$ cat src/hdl/dioc_pkg.sv
// Shared constants and types for the I/O card register bank and its host controller.
package dioc_pkg;
    localparam int DIOC_ADDR_W = 16;
    localparam int DIOC_DATA_W = 8;
    localparam logic [DIOC_ADDR_W-1:0] DIOC_DEF_BASE = 16'hC400;
    localparam logic [7:0] OFS_IO_RELEASE = 8'h00;
    localparam logic [7:0] OFS_AUX_DIR = 8'h02;
    localparam logic [7:0] OFS_AUX_OUT = 8'h03;
    localparam logic [7:0] OFS_IRQ_EN = 8'h05;
    localparam logic [7:0] OFS_AUX_STATUS = 8'h07;
    localparam logic [7:0] OFS_IRQ_POL = 8'h2A;
    localparam logic [7:0] OFS_PORT0 = 8'hC0;
    localparam logic [7:0] OFS_PORT1 = 8'hC4;
    localparam logic [7:0] OFS_PORT2 = 8'hC8;
    localparam logic [7:0] OFS_PORT3 = 8'hCC;
    localparam logic [7:0] OFS_TMR_A_CNT0 = 8'hD0;
    localparam logic [7:0] OFS_TMR_A_CNT1 = 8'hD4;
    localparam logic [7:0] OFS_TMR_A_CNT2 = 8'hD8;
    localparam logic [7:0] OFS_TMR_A_CTRL = 8'hDC;
    localparam logic [7:0] OFS_TMR_B_CNT0 = 8'hE0;
    localparam logic [7:0] OFS_TMR_B_CNT1 = 8'hE4;
    localparam logic [7:0] OFS_TMR_B_CNT2 = 8'hE8;
    localparam logic [7:0] OFS_TMR_B_CTRL = 8'hEC;
    localparam logic [7:0] OFS_BOARD_NUM = 8'hF4;
    localparam int IO_RELEASE_BIT = 0;
    localparam logic [7:0] RST_BYTE = 8'h00;
    localparam logic [3:0] IRQ_EN_MASK = 4'hF;
    localparam logic [2:0] POL_MASK = 3'h7;
    localparam int SEL_HI = 7;
    localparam int SEL_LO = 6;
    localparam int FMT_HI = 5;
    localparam int FMT_LO = 4;
    localparam int MODE_HI = 3;
    localparam int MODE_LO = 1;
    localparam int BCD_BIT = 0;
    localparam logic [1:0] SEL_READBACK = 2'h3;
    localparam logic [1:0] FMT_LATCH = 2'h0;
    localparam logic [1:0] FMT_LOW = 2'h1;
    localparam logic [1:0] FMT_HIGH = 2'h2;
    localparam logic [1:0] FMT_LOW_HIGH = 2'h3;
    localparam logic [2:0] MODE_MAX = 3'h5;
    // Host controller AXI4-Lite register map.
    localparam logic [3:0] CREG_CMD = 4'h0;
    localparam logic [3:0] CREG_WDATA = 4'h4;
    localparam logic [3:0] CREG_STATUS = 4'h8;
    localparam logic [3:0] CREG_RDATA = 4'hC;
    localparam int CMD_WRITE_BIT = 8;
    localparam int CMD_GO_BIT = 9;
    localparam logic [1:0] AXI_OKAY = 2'h0;
    localparam logic [1:0] AXI_SLVERR = 2'h2;
    typedef logic [1:0] dioc_tsel_t;
endpackage

$ cat src/hdl/dioc_if.sv
// Host I/O bus between the card and its host controller.
`timescale 1ns/1ps
interface dioc_if;
    import dioc_pkg::*;
    logic io_rd;
    logic io_wr;
    logic [DIOC_ADDR_W-1:0] io_addr;
    logic [DIOC_DATA_W-1:0] io_wdata;
    logic [DIOC_DATA_W-1:0] io_rdata;
    logic io_ack;
    logic irq;
    modport card (input io_rd, input io_wr, input io_addr, input io_wdata,
        output io_rdata, output io_ack, output irq);
    modport host (output io_rd, output io_wr, output io_addr, output io_wdata,
        input io_rdata, input io_ack, input irq);
endinterface

$ cat src/hdl/dioc_card.sv
// Card end: byte register bank decoded from the card base address.
// Notes on behaviour
// RULE1 - Registers decode as offsets from card base.
// RULE2 - Release bit resets low, blocks digital I/O.
// RULE3 - Host sets release bit before digital I/O.
// RULE4 - Auxiliary direction bit: 0 input, 1 output.
// RULE5 - Auxiliary lines reset to inputs.
// RULE6 - Output auxiliary lines drive auxiliary output bits.
// RULE7 - Four channel enables, reset zero, upper zero.
// RULE8 - Aux status: channel levels and identity nibble.
// RULE9 - Polarity: 0 inverted, 1 direct, channels 0-2.
// RULE10 - Control word top bits select counter.
// RULE11 - Access format: latch, low, high, both.
// RULE12 - Three bit count mode field.
// RULE13 - Control word bit 0: binary or decimal.
// RULE14 - Two timers, three counters plus control.
// RULE15 - Board number read-only, low nibble.
// RULE16 - Four byte ports gated by release bit.
// RULE17 - Interrupt when enabled adjusted channel asserts.
`timescale 1ns/1ps
module dioc_card import dioc_pkg::*; #(
    parameter logic [DIOC_ADDR_W-1:0] CARD_BASE = DIOC_DEF_BASE,
    // Arbitrary value.
    parameter logic [3:0] AUX_IDENTITY = 4'h5,
    parameter logic [3:0] BOARD_NUMBER = 4'h0
) (
    input wire logic aclk,
    input wire logic aresetn,
    dioc_if.card bus,
    input wire logic [31:0] port_in,
    output logic [31:0] port_out,
    input wire logic [3:0] irq_source_line,
    input wire logic [7:0] auxiliary_line_in,
    output logic [7:0] auxiliary_line_out,
    output logic [7:0] auxiliary_line_oe,
    output logic [15:0] timer_a_ctrl,
    output logic [15:0] timer_b_ctrl
);
    logic io_release_r;
    logic [7:0] aux_dir_r;
    logic [7:0] aux_out_r;
    logic [3:0] irq_en_r;
    logic [2:0] irq_pol_r;
    logic [7:0] cnt_r [0:5];
    logic [7:0] tctl_r [0:5];
    logic [7:0] rdata_r;
    logic ack_r;
    logic irq_r;
    logic hit;
    logic [7:0] ofs;
    logic [7:0] rd_nxt;
    logic [3:0] chan_adj;
    logic [DIOC_ADDR_W-1:0] rel;

    // RULE1 base-relative decode.
    assign rel = bus.io_addr - CARD_BASE;
    assign hit = (bus.io_addr >= CARD_BASE) && (rel[DIOC_ADDR_W-1:8] == '0);
    assign ofs = rel[7:0];

    // RULE9 polarity per channel; channel 3 has no select.
    assign chan_adj = {irq_source_line[3],
        (irq_source_line[2:0] & irq_pol_r) | (~irq_source_line[2:0] & ~irq_pol_r)};

    // RULE2 release bit resets low.
    always_ff @(posedge aclk) begin
        if (!aresetn) begin
            io_release_r <= 1'b0;
        end else if (bus.io_wr && hit && ofs == OFS_IO_RELEASE) begin
            io_release_r <= bus.io_wdata[IO_RELEASE_BIT];
        end
    end

    // RULE5 aux lines reset as inputs.
    always_ff @(posedge aclk) begin
        if (!aresetn) begin
            aux_dir_r <= RST_BYTE;
            aux_out_r <= RST_BYTE;
        end else if (bus.io_wr && hit) begin
            if (ofs == OFS_AUX_DIR) begin
                aux_dir_r <= bus.io_wdata;
            end
            if (ofs == OFS_AUX_OUT) begin
                aux_out_r <= bus.io_wdata;
            end
        end
    end

    // RULE7 enables reset to zero.
    always_ff @(posedge aclk) begin
        if (!aresetn) begin
            irq_en_r <= '0;
            irq_pol_r <= '0;
        end else if (bus.io_wr && hit) begin
            if (ofs == OFS_IRQ_EN) begin
                irq_en_r <= bus.io_wdata[3:0] & IRQ_EN_MASK;
            end
            if (ofs == OFS_IRQ_POL) begin
                irq_pol_r <= bus.io_wdata[2:0] & POL_MASK;
            end
        end
    end

    // RULE16 output ports latch only while released.
    always_ff @(posedge aclk) begin
        if (!aresetn) begin
            port_out <= '0;
        end else if (bus.io_wr && hit && io_release_r) begin
            case (ofs)
                OFS_PORT0: port_out[7:0] <= bus.io_wdata;
                OFS_PORT1: port_out[15:8] <= bus.io_wdata;
                OFS_PORT2: port_out[23:16] <= bus.io_wdata;
                OFS_PORT3: port_out[31:24] <= bus.io_wdata;
                default: port_out <= port_out;
            endcase
        end
    end

    // RULE14 six counter bytes and per-counter control words.
    genvar gi;
    generate
        for (gi = 0; gi < 6; gi++) begin : g_cnt
            localparam int UNIT = gi / 3;
            localparam int SUB = gi % 3;
            localparam logic [7:0] CNT_OFS = (UNIT == 0) ? OFS_TMR_A_CNT0 : OFS_TMR_B_CNT0;
            localparam logic [7:0] CTL_OFS = (UNIT == 0) ? OFS_TMR_A_CTRL : OFS_TMR_B_CTRL;
            always_ff @(posedge aclk) begin
                if (!aresetn) begin
                    cnt_r[gi] <= RST_BYTE;
                    tctl_r[gi] <= RST_BYTE;
                end else if (bus.io_wr && hit) begin
                    if (ofs == CNT_OFS + 8'(4 * SUB)) begin
                        cnt_r[gi] <= bus.io_wdata;
                    end
                    // RULE10 select field picks counter; read-back ignored.
                    if (ofs == CTL_OFS
                            && bus.io_wdata[SEL_HI:SEL_LO] == dioc_tsel_t'(SUB)
                            && bus.io_wdata[MODE_HI:MODE_LO] <= MODE_MAX) begin
                        // RULE11 RULE12 RULE13 format, mode and BCD kept.
                        tctl_r[gi] <= bus.io_wdata;
                    end
                end
            end
        end
    endgenerate

    // Read mux.
    always_comb begin
        rd_nxt = RST_BYTE;
        case (ofs)
            OFS_IO_RELEASE: rd_nxt = {7'h00, io_release_r};
            OFS_AUX_DIR: rd_nxt = aux_dir_r;
            OFS_AUX_OUT: rd_nxt = aux_out_r;
            OFS_IRQ_EN: rd_nxt = {4'h0, irq_en_r};
            // RULE8 levels plus identity.
            OFS_AUX_STATUS: rd_nxt = {AUX_IDENTITY, irq_source_line};
            OFS_IRQ_POL: rd_nxt = {5'h00, irq_pol_r};
            OFS_PORT0: rd_nxt = io_release_r ? port_in[7:0] : RST_BYTE;
            OFS_PORT1: rd_nxt = io_release_r ? port_in[15:8] : RST_BYTE;
            OFS_PORT2: rd_nxt = io_release_r ? port_in[23:16] : RST_BYTE;
            OFS_PORT3: rd_nxt = io_release_r ? port_in[31:24] : RST_BYTE;
            OFS_TMR_A_CNT0: rd_nxt = cnt_r[0];
            OFS_TMR_A_CNT1: rd_nxt = cnt_r[1];
            OFS_TMR_A_CNT2: rd_nxt = cnt_r[2];
            OFS_TMR_B_CNT0: rd_nxt = cnt_r[3];
            OFS_TMR_B_CNT1: rd_nxt = cnt_r[4];
            OFS_TMR_B_CNT2: rd_nxt = cnt_r[5];
            OFS_TMR_A_CTRL: rd_nxt = tctl_r[0];
            OFS_TMR_B_CTRL: rd_nxt = tctl_r[3];
            // RULE15 board number, read only.
            OFS_BOARD_NUM: rd_nxt = {4'h0, BOARD_NUMBER};
            default: rd_nxt = RST_BYTE;
        endcase
    end

    // Every access inside the window is acknowledged one cycle later.
    always_ff @(posedge aclk) begin
        if (!aresetn) begin
            rdata_r <= RST_BYTE;
            ack_r <= 1'b0;
        end else begin
            ack_r <= (bus.io_rd || bus.io_wr) && hit;
            if (bus.io_rd && hit) begin
                rdata_r <= rd_nxt;
            end
        end
    end

    // RULE17 interrupt from enabled adjusted channels.
    always_ff @(posedge aclk) begin
        if (!aresetn) begin
            irq_r <= 1'b0;
        end else begin
            irq_r <= |(chan_adj & irq_en_r);
        end
    end

    // RULE4 RULE6 aux direction and drive.
    always_ff @(posedge aclk) begin
        if (!aresetn) begin
            auxiliary_line_out <= RST_BYTE;
            auxiliary_line_oe <= RST_BYTE;
        end else begin
            auxiliary_line_out <= aux_out_r & aux_dir_r;
            auxiliary_line_oe <= aux_dir_r;
        end
    end

    always_ff @(posedge aclk) begin
        if (!aresetn) begin
            timer_a_ctrl <= '0;
            timer_b_ctrl <= '0;
        end else begin
            timer_a_ctrl <= {tctl_r[1], tctl_r[0]};
            timer_b_ctrl <= {tctl_r[4], tctl_r[3]};
        end
    end

    assign bus.io_rdata = rdata_r;
    assign bus.io_ack = ack_r;
    assign bus.irq = irq_r;
endmodule // dioc_card

$ cat src/flat_wrapper.sv
// flat-port wrapper written by rule: the top's interface ports become plain ports
module dioc_card_flat import dioc_pkg::*;
#(
    parameter logic [DIOC_ADDR_W-1:0] CARD_BASE = DIOC_DEF_BASE,
                       
    parameter logic [3:0] AUX_IDENTITY = 4'h5,
    parameter logic [3:0] BOARD_NUMBER = 4'h0
)
  (aclk, aresetn, port_in, port_out, irq_source_line, auxiliary_line_in, auxiliary_line_out, auxiliary_line_oe, timer_a_ctrl, timer_b_ctrl, bus_io_rd, bus_io_wr, bus_io_addr, bus_io_wdata, bus_io_rdata, bus_io_ack, bus_irq);
  dioc_if bus_i ();
  input wire logic aclk;
  input wire logic aresetn;
  input wire logic [31:0] port_in;
  output logic [31:0] port_out;
  input wire logic [3:0] irq_source_line;
  input wire logic [7:0] auxiliary_line_in;
  output logic [7:0] auxiliary_line_out;
  output logic [7:0] auxiliary_line_oe;
  output logic [15:0] timer_a_ctrl;
  output logic [15:0] timer_b_ctrl;
  input wire logic [$bits(bus_i.io_rd)-1:0] bus_io_rd;
  input wire logic [$bits(bus_i.io_wr)-1:0] bus_io_wr;
  input wire logic [$bits(bus_i.io_addr)-1:0] bus_io_addr;
  input wire logic [$bits(bus_i.io_wdata)-1:0] bus_io_wdata;
  output wire logic [$bits(bus_i.io_rdata)-1:0] bus_io_rdata;
  output wire logic [$bits(bus_i.io_ack)-1:0] bus_io_ack;
  output wire logic [$bits(bus_i.irq)-1:0] bus_irq;
  assign bus_i.io_rd = bus_io_rd;
  assign bus_i.io_wr = bus_io_wr;
  assign bus_i.io_addr = bus_io_addr;
  assign bus_i.io_wdata = bus_io_wdata;
  assign bus_io_rdata = bus_i.io_rdata;
  assign bus_io_ack = bus_i.io_ack;
  assign bus_irq = bus_i.irq;
  dioc_card #(.CARD_BASE(CARD_BASE), .AUX_IDENTITY(AUX_IDENTITY), .BOARD_NUMBER(BOARD_NUMBER)) u_core (.aclk(aclk), .aresetn(aresetn), .bus(bus_i), .port_in(port_in), .port_out(port_out), .irq_source_line(irq_source_line), .auxiliary_line_in(auxiliary_line_in), .auxiliary_line_out(auxiliary_line_out), .auxiliary_line_oe(auxiliary_line_oe), .timer_a_ctrl(timer_a_ctrl), .timer_b_ctrl(timer_b_ctrl));
endmodule
$ cat config.mk
export PLATFORM = sky130hd
export DESIGN_NAME = dioc_card_flat
export DESIGN_NICKNAME = d
export VERILOG_FILES = /design/src/hdl/dioc_pkg.sv /design/src/hdl/dioc_if.sv /design/src/hdl/dioc_card.sv /design/src/flat_wrapper.sv
export SDC_FILE = /design/constraint.sdc
export NUM_CORES = 1
export LEC_CHECK = 0
export ABC_CLOCK_PERIOD_IN_PS = 4550
export BUFFER_PORTS_ARGS = -buffer_cell sky130_fd_sc_hd__buf_2
export CORE_MARGIN = 8
export CORE_UTILIZATION = 59
export CTS_CLUSTER_SIZE = 30
export DETAILED_ROUTE_END_ITERATION = 10
export HOLD_SLACK_MARGIN = 0.15
export PLACE_DENSITY = 0.85
export SETUP_SLACK_MARGIN = 0.15
export SYNTH_ARGS = -nofsm -noshare
export SYNTH_HDL_FRONTEND = slang
export SYNTH_SLANG_ARGS = --single-unit
$ cat constraint.sdc
create_clock -name aclk -period 4.55 [get_ports aclk]
set_input_delay 0.91 -clock aclk [delete_from_list [all_inputs] [get_ports aclk]]
set_output_delay 0.91 -clock aclk [all_outputs]
set_load 0.03 [all_outputs]
==> results of run 1 <==
[synth_stat cells (2+ instances only)]
cell type and n:
a221o_1 2, xnor2_1 3, a32oi_1 3, nand4_1 4, nor2_1 20, a21oi_1 8
and3_1 15, nand3b_1 2, and4bb_1 2, nand3_1 19, o211ai_1 2, a221oi_1 2
buf_4 4, nor4b_1 2, edfxtp_1 80, a21boi_1 16, o32ai_1 2, nor4_1 2
or2_2 2, mux2i_1 31, or4_1 2, nor3b_1 2, o221ai_1 2, clkbuf_1 26
mux4_2 9, and2_1 117, nand2_1 83, o21a_1 3, nor4b_2 2, dfxtp_1 114
o21ai_0 13, buf_2 19, a22o_1 6, a31oi_1 4, a21boi_0 22, nor2b_1 24
a22oi_1 12, and4b_1 3, mux2_2 11
[worst reg2reg max path, stage by stage, from the launching register on]
cell and delay (ns):
dfxtp_1 0.34, nor3b_1 0.28, and2_1 0.56, and3_1 0.43, nand2_1 0.12, a21boi_0 0.22
[cell type report]
type                            count  share of cell area, %
Antenna cell                        2                 0.0515
Clock buffer                       17                   4.38
Clock inverter                     15                   1.64
Multi-Input combinational cell    490                   34.6
Sequential cell                   194                   48.2
Tap cell                          180                   2.32
Timing Repair Buffer              165                   8.81
[per-stage QoR]
step	total power, mW	setup WS (ns)
5_1_grt	3.72	1.58
2_1_floorplan	2.07	1.65
6_report	3.62	1.69
4_1_cts	3.63	1.74
3_5_place_dp	2.17	1.27
3_3_place_gp	2.17	1.32
[final timing paths]
check	endpoint	slack [ns]
hold / removal	u_core.timer_b_ctrl[15]	0.45
setup reg to reg	u_core.port_out[13]	2.52
hold reg to reg	u_core.timer_b_ctrl[15]	0.45
setup / recovery	u_core.cnt_r[1][10]	1.69
[per-layer routing]
metal / vias to the layer above / share of wire [%] / GRT usage (%)
li1: 2862 / - / -
met1: 3027 / 40 / 31.3
met2: 348 / 47 / 38.2
met3: 39 / 10 / 7.22
met4: 4 / 1.9 / 8.55
met5: - / 0.12 / 0
[flip-flops by register name, summed over array words and instances, names as in the netlist, 3 cells and up]
signal,count
u_core.aux_dir_r,8
u_core.aux_out_r,8
u_core.auxiliary_line_oe,8
u_core.auxiliary_line_out,8
u_core.bus.io_rdata,8
u_core.cnt_r,48
u_core.irq_en_r,4
u_core.irq_pol_r,3
u_core.port_out,32
u_core.tctl_r,32
u_core.timer_a_ctrl,16
u_core.timer_b_ctrl,16
[power by group]
group | internal [mW] | switching [mW] | total [mW]
logic | 0.0906 | 0.166 | 0.257
clock network | 0.815 | 0.665 | 1.48
registers | 1.86 | 0.0188 | 1.88
total | 2.77 | 0.850 | 3.62
[cell families after synthesis]
group,Yosys count,synth area share [%]
DFF,194,56.7
AOI/OAI and AO/OA,111,10.1
muxes,51,7.71
and+or+nand+nor,319,22.2
other,1,0.0454
xor gates and xnor gates,3,0.318
buffers and inverters,51,2.88
==> reports/metrics.cfg, run 1 <==
[cts]
cts_tree = built
numCtsBuffers = 17
cts-htree-levels = 4
ctsResizeCount = 0
worst_skew_pair.late_latency_ns = 0.44
cts_setup_buffers = 0
hold_buffers = 0
clkSinkCount = 194
path_clk_slew_ns = 0.07
ctsRootBufferMaster = clkbuf_16
cts.path.max_buffers = 2

[finish]
layout.cells.most_common = buf_2
fill_cells = 1053
regArea_um2 = 4680
areaGrowthSynthToFinish_pct = 17.6
final_area_um2 = 9710
fin_util_pct = 70.5
final_cell_mix = buf_2, and2_1, dfxtp_1, nand2_1, edfxtp_1
nNetsFinal = 940
multi_input_area_um2 = 3360
drive_gt1_share_pct = 26.1
layoutNonFillerInstCount = 1063

[die]
die_w_um = 134
fp.dieH_um = 134
initial_utilization_pct = 60.0
fp.coreArea_um2 = 13800
die-area_um2 = 18000
rows = 43
ios = 162

[worst_setup_path]
cp.required_ns = 4.70
critical_path.cell_chain = buf_2, nor4_2, nand4_1, o21ai_0, buf_4
reg2reg_depth = 5
worstPathArrival_ns = 3.01
cp_top_family = simple AND/OR/NAND/NOR gates
crit_fanout = 35
cp_slowest_cell = nor4_2
critical_path.max_stage_delay_ns = 0.68
reg2reg_from = u_core.io_release_r
cp-startpoint = bus_io_addr[3]
worstSetupPathType = in2reg
end_kind = register
worst-path-buf-inv = 2
path_depth = 5
critPathLaunchType = primary input

[route]
wl_mm = 22.1
wl_per_cell_um = 20.8
num_vias = 6280
ant_nets = 0
drc_errors = 0
dr.pass1.iters = 5
viasPerCell = 5.91
drt_iter0_drc = 723

[global_route]
grt_overflow = 0
grt_use_total_pct = 24.3
antenna_found_initial = 3
grt_pass1_wl_mm = 33.6
grt_pass1_vias = 5946
grt_max_degree = 87

[placed_design]
dp_hpwl_mm = 15.3
place.gp.congestion = 0.937
dpl_cell_area_um2 = 9120
io_buffer_count = 153
post-place-cells = 1029

[status]
status = finished, final reports clean

[min_path]
worst_hold_startpoint = u_core.tctl_r[4][7]
worstHoldPathCells = 1
hold_path_class = reg2reg

[logic_synthesis]
yosys.area.top_type_share_pct = 29.1
ys_types = 74
syn-instance-count = 730
async_reset_ff_share_pct = 0
syn-cell-area_um2 = 8260
yosys_warnings = 0
yosys.area.top_type = edfxtp_1
yosys_most_used_dff = dfxtp_1
synth-seq-area-share_pct = 56.7
syn_avg_cell_area_um2 = 11.3
ys_top_cells_by_area = edfxtp_1, dfxtp_1, and2_1
ys_ff_latch = 194
synth_edf_count = 80

[timing]
fmax_mhz = 349
maxSlewViolCount = 0
worst_pin_slew_ns = 0.887
setup_viol = 0
holdWs_ns = 0.447
fin_tns_setup_ns = 0
fin_worst_skew_ns = 0.00680
period_share_pct = 62.9
finalHoldViolCount = 0
rsz0062_at_grt = no
finalCriticalPeriod_ns = 2.86
slew_headroom_pct = 40.9

[job]
cap_violations = 0

[power]
p_per_area_nw_per_um2 = 372
ir_drop_v = 0.000272
p_leak_nw = 3.95

(Power assumes the default switching activity.)
==> run 2: changes to the inputs <==
Settings changed: ABC_CLOCK_PERIOD_IN_PS 4550 to 2700, CORE_UTILIZATION 59 to 55, PLACE_DENSITY 0.85 to 0.8.
Clock period 4.55 ns to 2.7 ns, I/O delays scaled along.
==> run 2 against run 1 <==
Against the previous run:
- clock skew down 0.00087 ns
- critical path depth grew 2
- critical path type unchanged
- cell area is 1.9% higher
- combinational power grew 74%
- hold slack worse by 0.067 ns
- total power is 69% higher
- utilization fell by 4.2 points
- first-iteration DRC count shrank 12%
==> reports/metrics.cfg, run 2 (synthesis results as in run 1) <==
[cts]
hold_buffers = 0
ctsRootBufferMaster = clkbuf_16
cts.path.max_buffers = 2
worst_skew_pair.late_latency_ns = 0.43
cts_tree = built
path_clk_slew_ns = 0.07
numCtsBuffers = 17
cts-htree-levels = 4
clkSinkCount = 194
ctsResizeCount = 0
cts_setup_buffers = 0

[route]
num_vias = 6173
wl_per_cell_um = 20.2
drt_iter0_drc = 638
wl_mm = 22.0
drc_errors = 0
dr.pass1.iters = 5
ant_nets = 0
viasPerCell = 5.67

[die]
fp.dieH_um = 139
die_w_um = 139
ios = 162
die-area_um2 = 19200
rows = 45
fp.coreArea_um2 = 14900
initial_utilization_pct = 55.4

[worst_setup_path]
worstSetupPathType = in2reg
crit_fanout = 6
path_common_cell = buf_4
critPathLaunchType = primary input
rrSetupSlack_ns = 0.86
critical_path.cell_chain = buf_2, nor4b_1, buf_4, and2_1, nand3_1, o21ai_0, buf_4
critical_path.max_stage_delay_ns = 0.39
worstPathArrival_ns = 2.25
reg2reg_from = u_core.io_release_r
cp.required_ns = 2.85
end_kind = register
cp_slowest_cell = nor4b_1
r2r_end = u_core.port_out[16]
reg2reg_depth = 5

[timing]
slew_headroom_pct = 55.0
period_share_pct = 77.8
fin_worst_skew_ns = 0.00592
maxSlewViolCount = 0
finalHoldViolCount = 0
fmax_mhz = 476
rsz0062_at_grt = no
setup_viol = 0
fin_tns_setup_ns = 0
worst_pin_slew_ns = 0.673
setup_slack_ns = 0.599
finalCriticalPeriod_ns = 2.10
holdWs_ns = 0.380

[placed_design]
io_buffer_count = 153
place.gp.congestion = 0.930
dp_hpwl_mm = 15.6
place_ws_ns = 0.170

[power]
ir_drop_v = 0.000520
power_mw = 6.11
p_per_area_nw_per_um2 = 617
p_leak_nw = 4.06

[min_path]
worst_hold_startpoint = bus_io_rd
worstHoldPathCells = 2
hold_end = u_core.bus.io_ack
hold_path_class = in2reg

[finish]
areaGrowthSynthToFinish_pct = 19.8
reg_top3 = u_core.cnt_r (48), u_core.port_out (32), u_core.tctl_r (32)
final_cell_mix = buf_2, and2_1, dfxtp_1, nand2_1, edfxtp_1
regMostFlops = u_core.cnt_r
largest_reg_flops = 48
nNetsFinal = 960
multi_input_area_um2 = 3360
drive_gt1_share_pct = 27.7
layout.cells.most_common = buf_2
regArea_um2 = 4680
antenna_cells = 0
fill_cells = 1128

[global_route]
grt_overflow = 0
grt_max_degree = 62
grt_use_total_pct = 22.8
grt_pass1_wl_mm = 34.3
grt_pass1_vias = 6041
antenna_found_initial = 3

[job]
cap_violations = 0

[status]
status = finished, final reports clean

==> run 2: cell count changes in the layout (fill, tap and decap cells not counted), sizes merged <==
cell    change
diode       -2
clkbuf      +1
inv         -1
buf        +20
==> run 2: power breakdown <==
| group | switching [mW] | internal, mW | total (mW) |
|---|---|---|---|
| sequential | 0.0304 | 3.13 | 3.16 |
| combinational | 0.283 | 0.166 | 0.448 |
| clock | 1.12 | 1.38 | 2.50 |
| total | 1.43 | 4.68 | 6.11 |
==> run 2: worst max-delay path by stage <==
| stage | endpoint | cells after the start | from |
|---|---|---|---|
| 2_1_floorplan | u_core.cnt_r[0][10] | 5 | bus_io_addr[11] |
| 3_3_place_gp | u_core.cnt_r[1][5] | 7 | bus_io_addr[11] |
| 3_5_place_dp | u_core.cnt_r[1][5] | 7 | bus_io_addr[11] |
| 4_1_cts | u_core.cnt_r[1][2] | 7 | bus_io_addr[11] |
| 5_1_grt | u_core.cnt_r[1][6] | 7 | bus_io_addr[13] |
| 6_report | u_core.cnt_r[1][6] | 7 | bus_io_addr[11] |
==> run 2: layout make-up <==
| cell class | instances | share of cell area (%) |
|---|---|---|
| clock inverter | 14 | 1.61 |
| multi-input combinational | 490 | 33.9 |
| sequential | 194 | 47.3 |
| timing repair buffer | 185 | 10.4 |
| clock buffer | 18 | 4.34 |
| tap | 188 | 2.38 |
==> run 2: critical path: cells and delay by family <==
family	cells	cell delay (ns)
buffers and inverters	3	0.49
and+or+nand+nor	3	0.91
AOI/OAI and AO/OA	1	0.30
==> run 2: per-layer routing <==
| metal | track usage, % | part of all wire, % | vias up |
|---|---|---|---|
| met4 | 8.30 | 2.2 | 6 |
| met1 | 28.9 | 41 | 2939 |
| li1 | - | - | 2901 |
| met3 | 7.26 | 9.2 | 40 |
| met5 | 0 | 0.17 | - |
| met2 | 35.8 | 47 | 287 |
==> run 2: stage by stage <==
stage                     area [um2]  cells  util, %
after floorplan                 8280    735        -
after global placement          9310   1057     62.4
after detailed placement        9310   1057     62.4
after CTS                       9900   1089     66.3
after global routing            9900   1089     66.3
final                           9900   1089     66.3
